--- src/core/adcs_pkg.sv ---
// Shared constants and types for the converter serial configuration and status port
package adcs_pkg;

    // Frame layout
    localparam int RES_W      = 16;            // Conversion result bits
    localparam int STAT_W     = 6;             // Appended status bits
    localparam int FRAME_W    = RES_W + STAT_W;
    localparam int CMD_W      = 8;             // Access command byte
    localparam int CFG_W      = 8;             // Configuration register width
    localparam int CNT_W      = 5;             // Edge counters, enough for 22

    // Edge numbers that close parts of a frame
    localparam logic [CNT_W-1:0] CMD_LAST_RISE  = 5'h07;  // 8th rising edge, zero based
    localparam logic [CNT_W-1:0] DATA_LAST_RISE = 5'h0f;  // 16th rising edge, zero based
    localparam logic [CNT_W-1:0] RISE_SAT       = 5'h10;
    localparam logic [CNT_W-1:0] RD_FIRST_BIT   = 5'h08;  // First readback bit index
    localparam logic [CNT_W-1:0] RD_LAST_BIT    = 5'h0f;  // Last readback bit index
    localparam logic [CNT_W-1:0] END_NO_STAT    = 5'h10;  // Release after 16th falling edge
    localparam logic [CNT_W-1:0] END_WITH_STAT  = 5'h16;  // Release after 22nd falling edge

    // Access command byte fields
    localparam int         CMD_EN_N_POS = 7;     // Active-low access enable
    localparam int         CMD_RD_POS   = 6;     // 1 selects read, 0 selects write
    localparam logic [5:0] CMD_TAG      = 6'h14; // Fixed pattern 0,1,0,1,0,0

    // Configuration register fields
    localparam int CFG_STAT_EN_POS = 4;
    localparam int CFG_SPAN_POS    = 3;
    localparam int CFG_HIZ_POS     = 2;
    localparam int CFG_TURBO_POS   = 1;
    localparam int CFG_FLAG_POS    = 0;
    localparam logic [3:0] CFG_RW_RESET  = 4'h0;  // Bits 4:1 after reset
    localparam logic       CFG_FLAG_RESET = 1'b1; // No clamp event seen
    localparam logic [2:0] CFG_RSVD       = 3'h0; // Bits 7:5 read as zero
    localparam logic [1:0] STAT_RSVD      = 2'h0; // Status bits 1:0

    // Buffering of results between the conversion core and the link
    localparam int FIFO_DEPTH = 32;

    // Host serial clock floor at top turbo throughput, in MHz
    localparam int SCK_MIN_TURBO_MHZ      = 70;
    localparam int SCK_MIN_TURBO_STAT_MHZ = 93;

    // Frame sequencing
    typedef enum logic [1:0] {
        ST_IDLE     = 2'b00,
        ST_SHIFT    = 2'b01,
        ST_RELEASED = 2'b10
    } adcs_state_t;

endpackage : adcs_pkg

--- src/core/adcs_fifo.sv ---
// Flop-based FIFO with valid/ready on both sides
`timescale 1ns/10ps
module adcs_fifo #(
    parameter int W     = 16,
    parameter int DEPTH = 32
) (
    input  wire logic         clk,
    input  wire logic         rst_n,
    input  wire logic [W-1:0] in_data,
    input  wire logic         in_valid,
    output logic              in_ready,
    output logic      [W-1:0] out_data,
    output logic              out_valid,
    input  wire logic         out_ready
);

    localparam int AW = $clog2(DEPTH);
    localparam logic [AW:0] FULL_CNT = DEPTH[AW:0];

    logic [W-1:0]  mem_q [DEPTH];
    logic [AW-1:0] wr_ptr_q;
    logic [AW-1:0] wr_ptr_d;
    logic [AW-1:0] rd_ptr_q;
    logic [AW-1:0] rd_ptr_d;
    logic [AW:0]   count_q;
    logic [AW:0]   count_d;
    logic          in_ready_q;
    logic          in_ready_d;
    logic          push;
    logic          pop;

    // Pointer and count update; ready registered so it is a clean flop output
    always_comb begin
        push       = in_valid && in_ready_q;
        pop        = out_ready && (count_q != '0);
        wr_ptr_d   = push ? wr_ptr_q + 1'b1 : wr_ptr_q;
        rd_ptr_d   = pop ? rd_ptr_q + 1'b1 : rd_ptr_q;
        count_d    = count_q + {{AW{1'b0}}, push} - {{AW{1'b0}}, pop};
        in_ready_d = (count_d != FULL_CNT);
    end

    always_ff @(posedge clk) begin
        if (!rst_n) begin
            wr_ptr_q   <= '0;
            rd_ptr_q   <= '0;
            count_q    <= '0;
            in_ready_q <= 1'b0;
        end else begin
            wr_ptr_q   <= wr_ptr_d;
            rd_ptr_q   <= rd_ptr_d;
            count_q    <= count_d;
            in_ready_q <= in_ready_d;
        end
    end

    // Storage needs no reset, only written words are ever read
    always_ff @(posedge clk) begin
        if (push) begin
            mem_q[wr_ptr_q] <= in_data;
        end
    end

    assign in_ready  = in_ready_q;
    assign out_valid = (count_q != '0);
    assign out_data  = mem_q[rd_ptr_q];

endmodule : adcs_fifo

--- src/core/adcs_port.sv ---
// Serial port of the converter: result readout, status bits, configuration access
// How it works
// RULE1: Access is command byte then data byte.
// RULE2: Host holds select low for whole access.
// RULE3: Sample input on rise, change output on fall.
// RULE4: Select high releases the serial output.
// RULE5: First input bit zero enables access.
// RULE6: Second command bit picks read or write.
// RULE7: Six command bits must equal fixed pattern.
// RULE8: Write takes MSB first, applies after eight bits.
// RULE9: Read shifts configuration out MSB first.
// RULE10: Host skips reads when daisy-chained.
// RULE11: Configuration bit zero ignores writes.
// RULE12: Write may share frame with result readout.
// RULE13: Status enabled appends six bits per result.
// RULE14: Status MSB first, right after result LSB.
// RULE15: Output released after sixth status bit.
// RULE16: Partial status readout is tolerated.
// RULE17: Daisy-chain host clocks all six status bits.
// RULE18: Status: flag, span, high-Z, turbo, two reserved.
// RULE19: Turbo clock floor uses post-start quiet time.
// RULE20: Non-turbo floor uses conversion time instead.
// RULE21: Top turbo rate needs 70 or 93 MHz.
// RULE22: Enables at bits 4..1, reset zero, 7:5 reserved.
// RULE23: Bit zero sticky active-low clamp flag.
// RULE24: Host uses clock polarity and phase zero.
// RULE25: Bad command leaves configuration untouched.
`timescale 1ns/10ps
module adcs_port
    import adcs_pkg::*;
(
    input  wire logic                      clk,
    input  wire logic                      rst_n,
    input  wire logic                      sclk_pin,
    input  wire logic                      start_select_line,
    input  wire logic                      sdi_pin,
    output logic                           sdo_o,
    output logic                           sdo_oe_n,
    input  wire logic [adcs_pkg::RES_W-1:0] conv_data,
    input  wire logic                      conv_valid,
    output logic                           conv_ready,
    input  wire logic                      clamp_event,
    output logic                           conv_start,
    output logic                           status_bits_en,
    output logic                           span_comp_en,
    output logic                           high_z_en,
    output logic                           turbo_en,
    output logic                           input_clamp_event_flag_n,
    output logic                           reg_write_done,
    output logic                           frame_ignored
);

    // Synchronised pins and their previous values
    logic [2:0]           pins_sync;
    logic                 sclk_s;
    logic                 sel_s;
    logic                 sdi_s;
    logic                 sclk_prev_q;
    logic                 sel_prev_q;
    logic                 sclk_rise;
    logic                 sclk_fall;
    logic                 sel_fall;
    logic                 sel_rise;

    // Result buffer read side
    logic [RES_W-1:0]     fifo_data;
    logic                 fifo_valid;
    logic                 fifo_pop;

    // Frame state
    adcs_state_t          st_q;
    adcs_state_t          st_d;
    logic [CNT_W-1:0]     rise_cnt_q;
    logic [CNT_W-1:0]     rise_cnt_d;
    logic [CNT_W-1:0]     fall_cnt_q;
    logic [CNT_W-1:0]     fall_cnt_d;
    logic [CMD_W-1:0]     sin_q;
    logic [CMD_W-1:0]     sin_d;
    logic [FRAME_W-1:0]   word_q;
    logic [FRAME_W-1:0]   word_d;
    logic                 stat_frame_q;
    logic                 stat_frame_d;
    logic                 cmd_ok_q;
    logic                 cmd_ok_d;
    logic                 rd_mode_q;
    logic                 rd_mode_d;
    logic                 sdo_q;
    logic                 sdo_d;
    logic                 oe_n_q;
    logic                 oe_n_d;
    logic                 start_q;
    logic                 start_d;
    logic                 wr_done_q;
    logic                 wr_done_d;
    logic                 ignored_q;
    logic                 ignored_d;

    // Configuration register
    logic [3:0]           cfg_rw_q;
    logic [3:0]           cfg_rw_d;
    logic                 flag_n_q;
    logic                 flag_n_d;
    logic [CFG_W-1:0]     cfg_full;
    logic [STAT_W-1:0]    stat_word;
    logic                 read_done;

    // Working variables of the next-state process
    logic [CMD_W-1:0]     byte_in;
    logic [CNT_W-1:0]     fall_next;
    logic [CNT_W-1:0]     last_fall;

    // Link clock, select and data in pass two flops before any use
    adcs_sync #(
        .W        (3)
    ) u_sync (
        .clk      (clk),
        .rst_n    (rst_n),
        .async_in ({sclk_pin, start_select_line, sdi_pin}),
        .sync_out (pins_sync)
    );

    assign sclk_s = pins_sync[2];
    assign sel_s  = pins_sync[1];
    assign sdi_s  = pins_sync[0];

    // Results wait here until the host opens a frame
    adcs_fifo #(
        .W         (RES_W),
        .DEPTH     (FIFO_DEPTH)
    ) u_fifo (
        .clk       (clk),
        .rst_n     (rst_n),
        .in_data   (conv_data),
        .in_valid  (conv_valid),
        .in_ready  (conv_ready),
        .out_data  (fifo_data),
        .out_valid (fifo_valid),
        .out_ready (fifo_pop)
    );

    // Edge detection on the synchronised copies
    always_comb begin
        sclk_rise = sclk_s && !sclk_prev_q;
        sclk_fall = !sclk_s && sclk_prev_q;
        sel_fall  = !sel_s && sel_prev_q;
        sel_rise  = sel_s && !sel_prev_q;
    end

    always_ff @(posedge clk) begin
        if (!rst_n) begin
            sclk_prev_q <= 1'b0;
            sel_prev_q  <= 1'b0;  // Matches synchroniser reset, so no false frame after reset
        end else begin
            sclk_prev_q <= sclk_s;
            sel_prev_q  <= sel_s;
        end
    end

    // Register image and status image
    always_comb begin
        cfg_full  = {CFG_RSVD, cfg_rw_q, flag_n_q};                              // RULE22
        stat_word = {flag_n_q, cfg_rw_q[CFG_SPAN_POS-1], cfg_rw_q[CFG_HIZ_POS-1],
                     cfg_rw_q[CFG_TURBO_POS-1], STAT_RSVD};                        // RULE18
    end

    // Frame sequencing, shifting and configuration update
    always_comb begin
        st_d         = st_q;
        rise_cnt_d   = rise_cnt_q;
        fall_cnt_d   = fall_cnt_q;
        sin_d        = sin_q;
        word_d       = word_q;
        stat_frame_d = stat_frame_q;
        cmd_ok_d     = cmd_ok_q;
        rd_mode_d    = rd_mode_q;
        sdo_d        = sdo_q;
        oe_n_d       = oe_n_q;
        cfg_rw_d     = cfg_rw_q;
        start_d      = 1'b0;
        wr_done_d    = 1'b0;
        ignored_d    = 1'b0;
        fifo_pop     = 1'b0;
        read_done    = 1'b0;
        byte_in      = {sin_q[CMD_W-2:0], sdi_s};
        fall_next    = fall_cnt_q + 5'h01;
        last_fall    = stat_frame_q ? END_WITH_STAT : END_NO_STAT;                 // RULE13

        case (st_q)
            ST_IDLE: begin
                // Select low opens a frame; MSB goes out at once
                if (sel_fall) begin
                    st_d         = ST_SHIFT;
                    rise_cnt_d   = '0;
                    fall_cnt_d   = '0;
                    sin_d        = '0;
                    cmd_ok_d     = 1'b0;
                    rd_mode_d    = 1'b0;
                    stat_frame_d = cfg_rw_q[CFG_STAT_EN_POS-1];
                    word_d       = {fifo_valid ? fifo_data : word_q[FRAME_W-1:STAT_W], stat_word};
                    fifo_pop     = fifo_valid;
                    sdo_d        = fifo_valid ? fifo_data[RES_W-1] : word_q[FRAME_W-1];
                    oe_n_d       = 1'b0;
                end
            end
            ST_SHIFT, ST_RELEASED: begin
                if (sel_rise) begin
                    // Select high ends any frame, read or not
                    st_d    = ST_IDLE;
                    oe_n_d  = 1'b1;                                                // RULE4
                    start_d = 1'b1;                                                // RULE16
                end else if (sclk_rise && rise_cnt_q != RISE_SAT) begin
                    sin_d      = byte_in;                                          // RULE3
                    rise_cnt_d = rise_cnt_q + 5'h01;
                    if (rise_cnt_q == CMD_LAST_RISE) begin
                        // Command byte complete
                        cmd_ok_d  = !byte_in[CMD_EN_N_POS]                         // RULE5
                                    && (byte_in[5:0] == CMD_TAG);                  // RULE7
                        rd_mode_d = cmd_ok_d && byte_in[CMD_RD_POS];               // RULE6
                        ignored_d = !cmd_ok_d;                                     // RULE25
                    end else if (rise_cnt_q == DATA_LAST_RISE && cmd_ok_q && !rd_mode_q) begin
                        // Whole data byte in; bit zero is not writable
                        cfg_rw_d  = byte_in[CFG_STAT_EN_POS:CFG_TURBO_POS];         // RULE8 RULE11 RULE1
                        wr_done_d = 1'b1;                                          // RULE12
                    end
                end else if (sclk_fall && st_q == ST_SHIFT) begin
                    fall_cnt_d = fall_next;
                    if (fall_next == last_fall) begin
                        st_d   = ST_RELEASED;
                        oe_n_d = 1'b1;                                             // RULE15
                    end else if (rd_mode_q && fall_next >= RD_FIRST_BIT && fall_next <= RD_LAST_BIT) begin
                        sdo_d     = cfg_full[RD_LAST_BIT[2:0] - fall_next[2:0]];   // RULE9
                        read_done = (fall_next == RD_LAST_BIT);
                    end else begin
                        sdo_d = word_q[5'(FRAME_W - 1) - fall_next];               // RULE14 RULE3
                    end
                end
            end
            default: begin
                st_d   = ST_IDLE;
                oe_n_d = 1'b1;
            end
        endcase

        // Clamp event holds the flag low; a finished read restores it after the event
        if (clamp_event) begin
            flag_n_d = 1'b0;                                                       // RULE23
        end else if (read_done) begin
            flag_n_d = 1'b1;                                                       // RULE23
        end else begin
            flag_n_d = flag_n_q;
        end
    end

    always_ff @(posedge clk) begin
        if (!rst_n) begin
            st_q         <= ST_IDLE;
            rise_cnt_q   <= '0;
            fall_cnt_q   <= '0;
            sin_q        <= '0;
            word_q       <= '0;
            stat_frame_q <= 1'b0;
            cmd_ok_q     <= 1'b0;
            rd_mode_q    <= 1'b0;
            sdo_q        <= 1'b0;
            oe_n_q       <= 1'b1;
            start_q      <= 1'b0;
            wr_done_q    <= 1'b0;
            ignored_q    <= 1'b0;
            cfg_rw_q     <= CFG_RW_RESET;                                          // RULE22
            flag_n_q     <= CFG_FLAG_RESET;
        end else begin
            st_q         <= st_d;
            rise_cnt_q   <= rise_cnt_d;
            fall_cnt_q   <= fall_cnt_d;
            sin_q        <= sin_d;
            word_q       <= word_d;
            stat_frame_q <= stat_frame_d;
            cmd_ok_q     <= cmd_ok_d;
            rd_mode_q    <= rd_mode_d;
            sdo_q        <= sdo_d;
            oe_n_q       <= oe_n_d;
            start_q      <= start_d;
            wr_done_q    <= wr_done_d;
            ignored_q    <= ignored_d;
            cfg_rw_q     <= cfg_rw_d;
            flag_n_q     <= flag_n_d;
        end
    end

    // All outputs straight from flops
    assign sdo_o                    = sdo_q;
    assign sdo_oe_n                 = oe_n_q;
    assign conv_start               = start_q;
    assign reg_write_done           = wr_done_q;
    assign frame_ignored            = ignored_q;
    assign status_bits_en           = cfg_rw_q[CFG_STAT_EN_POS-1];
    assign span_comp_en             = cfg_rw_q[CFG_SPAN_POS-1];
    assign high_z_en                = cfg_rw_q[CFG_HIZ_POS-1];
    assign turbo_en                 = cfg_rw_q[CFG_TURBO_POS-1];
    assign input_clamp_event_flag_n = flag_n_q;

endmodule : adcs_port

--- src/core/adcs_sync.sv ---
// Two-stage synchroniser, one chain per bit
`timescale 1ns/10ps
module adcs_sync #(
    parameter int W = 3
) (
    input  wire logic         clk,
    input  wire logic         rst_n,
    input  wire logic [W-1:0] async_in,
    output logic      [W-1:0] sync_out
);

    logic [W-1:0] meta_q;
    logic [W-1:0] meta_d;
    logic [W-1:0] sync_q;
    logic [W-1:0] sync_d;

    // One chain per input bit; first stage feeds only the second
    genvar i;
    generate
        for (i = 0; i < W; i++) begin : g_bit
            always_comb begin
                meta_d[i] = async_in[i];
                sync_d[i] = meta_q[i];
            end
            always_ff @(posedge clk) begin
                if (!rst_n) begin
                    meta_q[i] <= 1'b0;
                    sync_q[i] <= 1'b0;
                end else begin
                    meta_q[i] <= meta_d[i];
                    sync_q[i] <= sync_d[i];
                end
            end
        end
    endgenerate

    assign sync_out = sync_q;

endmodule : adcs_sync

--- config.mk ---
export PLATFORM = sky130hd
export DESIGN_NAME = adcs_port
export DESIGN_NICKNAME = d
export VERILOG_FILES = /design/src/core/adcs_pkg.sv /design/src/core/adcs_fifo.sv /design/src/core/adcs_port.sv /design/src/core/adcs_sync.sv
export SDC_FILE = /design/constraint.sdc
export NUM_CORES = 1
export LEC_CHECK = 0
export BUFFER_PORTS_ARGS = -buffer_cell sky130_fd_sc_hd__buf_2
export CORE_UTILIZATION = 30
export CTS_BUF_LIST = sky130_fd_sc_hd__clkbuf_4
export CTS_CLUSTER_SIZE = 40
export DETAILED_ROUTE_END_ITERATION = 8
export GPL_ROUTABILITY_DRIVEN = 0
export SYNTH_ARGS = -nofsm -noshare
export SYNTH_HDL_FRONTEND = slang
export SYNTH_HIERARCHICAL = 1
export SYNTH_SLANG_ARGS = --single-unit
--- constraint.sdc ---
create_clock -name clk -period 9.6 [get_ports clk]
set_clock_uncertainty 0.2 [all_clocks]
set_input_delay 1.44 -clock clk [delete_from_list [all_inputs] [get_ports clk]]
set_output_delay 1.44 -clock clk [all_outputs]
set_load 0.005 [all_outputs]
==> results by group <==
Synth
  • Sequential share of the synthesized area: 71.8%
  • Cell count after synthesis: 1415
  • Ys flop type: edfxtp_1
  • Compound-Gate Fraction of Synth Area: 5.26%
  • Number of synthesized register bits: 594
  • Post-Synth XOR/XNOR Area: 0.623%
  • Mean post-synth cell area: 16.8 um2
  • Largest family of logic cells by synthesized area: multiplexers
  • Number of flops mapped to enable cells by yosys: 512
  • Synth Cell Area: 23700 um2
  • YS warnings: 6
  • Synth Area in Adders: 1.19%
  • Post-Synth Simple-Gate Area: 6.19%
  • Synth async-reset ratio: 0%
  • Syn_nets: 1460
  • Synth cell types: 69
  • Post-synthesis mux area share: 12.6%

Global routing
  • Total track usage: 14.0%
  • Largest net degree at the start of global routing: 129
  • Vias in the first global route: 13.6k
  • First-pass GRT wire length: 83900 um
  • Grt total ovfl: 0
  • Initial antenna violation count: 4

Worst setup path
  • Worst-case reg-to-reg path depth: 15
  • Slowest cell on crit path: nand3_1
  • Critical path class: reg -> reg
  • WP buf/inv: 3
  • Crit. End Element: flip-flop
  • WP data arrival: 4670 ps
  • Crit-path leading delay family: simple AND/OR/NAND/NOR gates
  • CP Cell Sequence: inv_1, ha_1, nand4bb_1, nand3_1, clkinv_1, nand2_1, nand2_1, nand2_1, ha_1, inv_1, fa_1, nand2b_1, a21oi_1, xnor2_1, a41oi_1
  • CP Max Fanout: 21
  • R2r setup slk: 5470 ps
  • Crit-path most repeated cell: nand2_1
  • CP Launch Type: flip-flop
  • Worst EP required: 10140 ps
  • Max incr delay on CP: 610 ps
  • Levels on crit path: 15

STA
  • Final min period: 4130 ps
  • Slew @ Worst Pin: 1250 ps
  • Final hold slack: 235 ps
  • Rel. slew slack: 16.0%
  • Slew Viols, Final: 0
  • Final period util: 43.0%
  • Final Setup Violations: 0
  • RSZ-0062 raised after global routing: no
  • Setup_tns: 0 ps
  • Final hold vios: 0
  • Maximum clock frequency: 242 MHz

Route
  • Met3 routed WL: 3790 um
  • 1st-pass router iterations: 5
  • Final wirelength: 55100 um
  • Number of antenna-violating nets in the routed design: 0
  • Met1 Routed Length: 24500 um
  • Remaining DRCs: 0
  • Vias: 13.2k
  • Top layer in use: met5
  • WL/cell: 20.3 um
  • Vias per inst: 4.85
  • Iter 0 DRT Violations: 1069
  • Metal2 WL: 25600 um

Clock network
  • Clock buffer depth: 3
  • Setup Buffers After CTS: 0
  • CTS Root Cell: clkbuf_4
  • Hold buffer count at CTS: 0
  • Clk sinks: 594
  • TritonCTS clock tree: done
  • Clock slew at reported path FFs: 60 ps
  • CTS resizes: 0
  • Num CTS Buffers: 150
  • H-tree levels: 4
  • Skew-Pair Late Insertion Delay: 970 ps

Power
  • Leak: 8.51 nW
  • Power, Total: 5.29 mW
  • Pwr dens: 196 nW/um2
  • Maximum vdd drop: 0.0991 mV

Floorplanning
  • I/O pin total: 34
  • FP Rows: 102
  • Die footprint: 80100 um2
  • Core area: 77800 um2
  • Die width: 283 um
  • Die height: 283 um
  • Initial Util: 30.4%

Layout
  • Layout Nets: 1611
  • Commonest cells after routing, fill and taps aside: edfxtp_1 (512), clkbuf_4 (202), mux2i_1 (143)
  • Area growth from synthesis to layout: 13.7%
  • Layout cells sized above 1: 23.2%
  • Most common cell after layout, fill and taps aside: edfxtp_1
  • Non-Filler Instances: 2712
  • Final core utilization: 34.6%

Place
  • DP HPWL: 31900 um
  • Placed Instances: 2454
  • Port bufs: 33

Outcome
  • Outcome: completed

Run
  • Reported max-cap violation count: 0

Hold path
  • HP Class: reg -> reg
  • Hold path depth: 1
==> per-stage QoR <==
stage | instance area, um2 | setup slack [ps]
6_report | 27000 | 5470
5_1_grt | 26900 | 5040
4_1_cts | 26900 | 5500
3_5_place_dp | 25100 | 5530
3_3_place_gp | 25100 | 5640
2_1_floorplan | 23700 | 5740
==> power by group <==
group,switching (mW),internal (mW),leakage (nW)
clock network,0.996,1.09,1.09
logic,0.226,0.117,2.15
registers,0.0198,2.84,5.27
total,1.24,4.05,8.51
==> cell usage after synthesis, types with 4 or more instances <==
library cell  count  share of area [%]
buf_2            35               0.74
nand4_1          18               0.48
ha_1             21                1.1
or3_1             4               0.11
nand3b_1          6               0.19
nand3_1          45               0.95
xor2_1            8               0.30
dfxtp_1          82                6.9
o21ai_0           7               0.15
nand2b_1          4               0.11
buf_6             5               0.24
nor2_1           83                1.3
a22oi_1         103                3.3
edfxtp_1        512                 65
mux2i_1         143                6.0
xnor2_1           7               0.26
buf_4             6               0.19
mux4_2           67                6.4
and2_1           16               0.42
clkbuf_1         25               0.40
a21oi_1          38               0.80
and3_1            5               0.13
nand2_1          64                1.0
inv_1            26               0.41
nor3_1            9               0.19
nor2b_1           8               0.21
nor3b_1           5               0.16
==> worst reg2reg max path: cells and delay by family, from the launching register on <==
kind | cells | cell delay (ps)
simple gates | 6 | 1550
buf+inv | 3 | 740
xor+xnor | 1 | 160
fa+ha+maj | 3 | 710
flops | 1 | 320
compound gates | 2 | 290
==> worst paths after layout <==
check                          from                 end
setup / recovery  u_fifo/count_q[3]     u_fifo/in_ready
hold / removal     u_sync/meta_q[1]  u_sync/sync_out[1]
setup reg to reg  u_fifo/count_q[3]     u_fifo/in_ready
hold reg to reg    u_sync/meta_q[1]  u_sync/sync_out[1]
==> state kept, by name, summed over array words and instances (netlist names), 2 cells and up, named ones only <==
name,flops
u_fifo/count_q,6
sin_q,7
word_q,20
u_fifo/wr_ptr_q,5
u_sync/meta_q,3
cfg_rw_q,4
u_sync/sync_out,3
rise_cnt_q,5
u_fifo/rd_ptr_q,5
fall_cnt_q,5
u_fifo/mem_q,512
st_q,2
==> metal layers <==
| layer | track usage, % | vias up |
|---|---|---|
| met3 | 4.06 | 80 |
| met4 | 5.45 | 2 |
| met2 | 21.4 | 443 |
| li1 | - | 5977 |
| met1 | 18.7 | 6649 |
| met5 | 0 | - |
==> cells by family (layout without fill, tap and decap cells) <==
kind of cell / Yosys count / after routing
adders and majority gates: 22 / 22
AOI/OAI and AO/OA: 175 / 175
buffers and inverters: 105 / 356
muxes: 212 / 212
other: 0 / 6
and+or+nand+nor: 291 / 291
DFF: 594 / 594
xor gates and xnor gates: 16 / 16
==> layout make-up <==
cell class | instances | area (um2)
Tap cell | 1040 | 1300
Multi-Input combinational cell | 716 | 6160
Fill cell | 7501 | 50900
Antenna cell | 6 | 15.0
Sequential cell | 594 | 17000
Clock buffer | 202 | 1520
Timing Repair Buffer | 75 | 493
Clock inverter | 50 | 337
Inverter | 29 | 109
No activity file was read; power rests on OpenSTA's default activity.
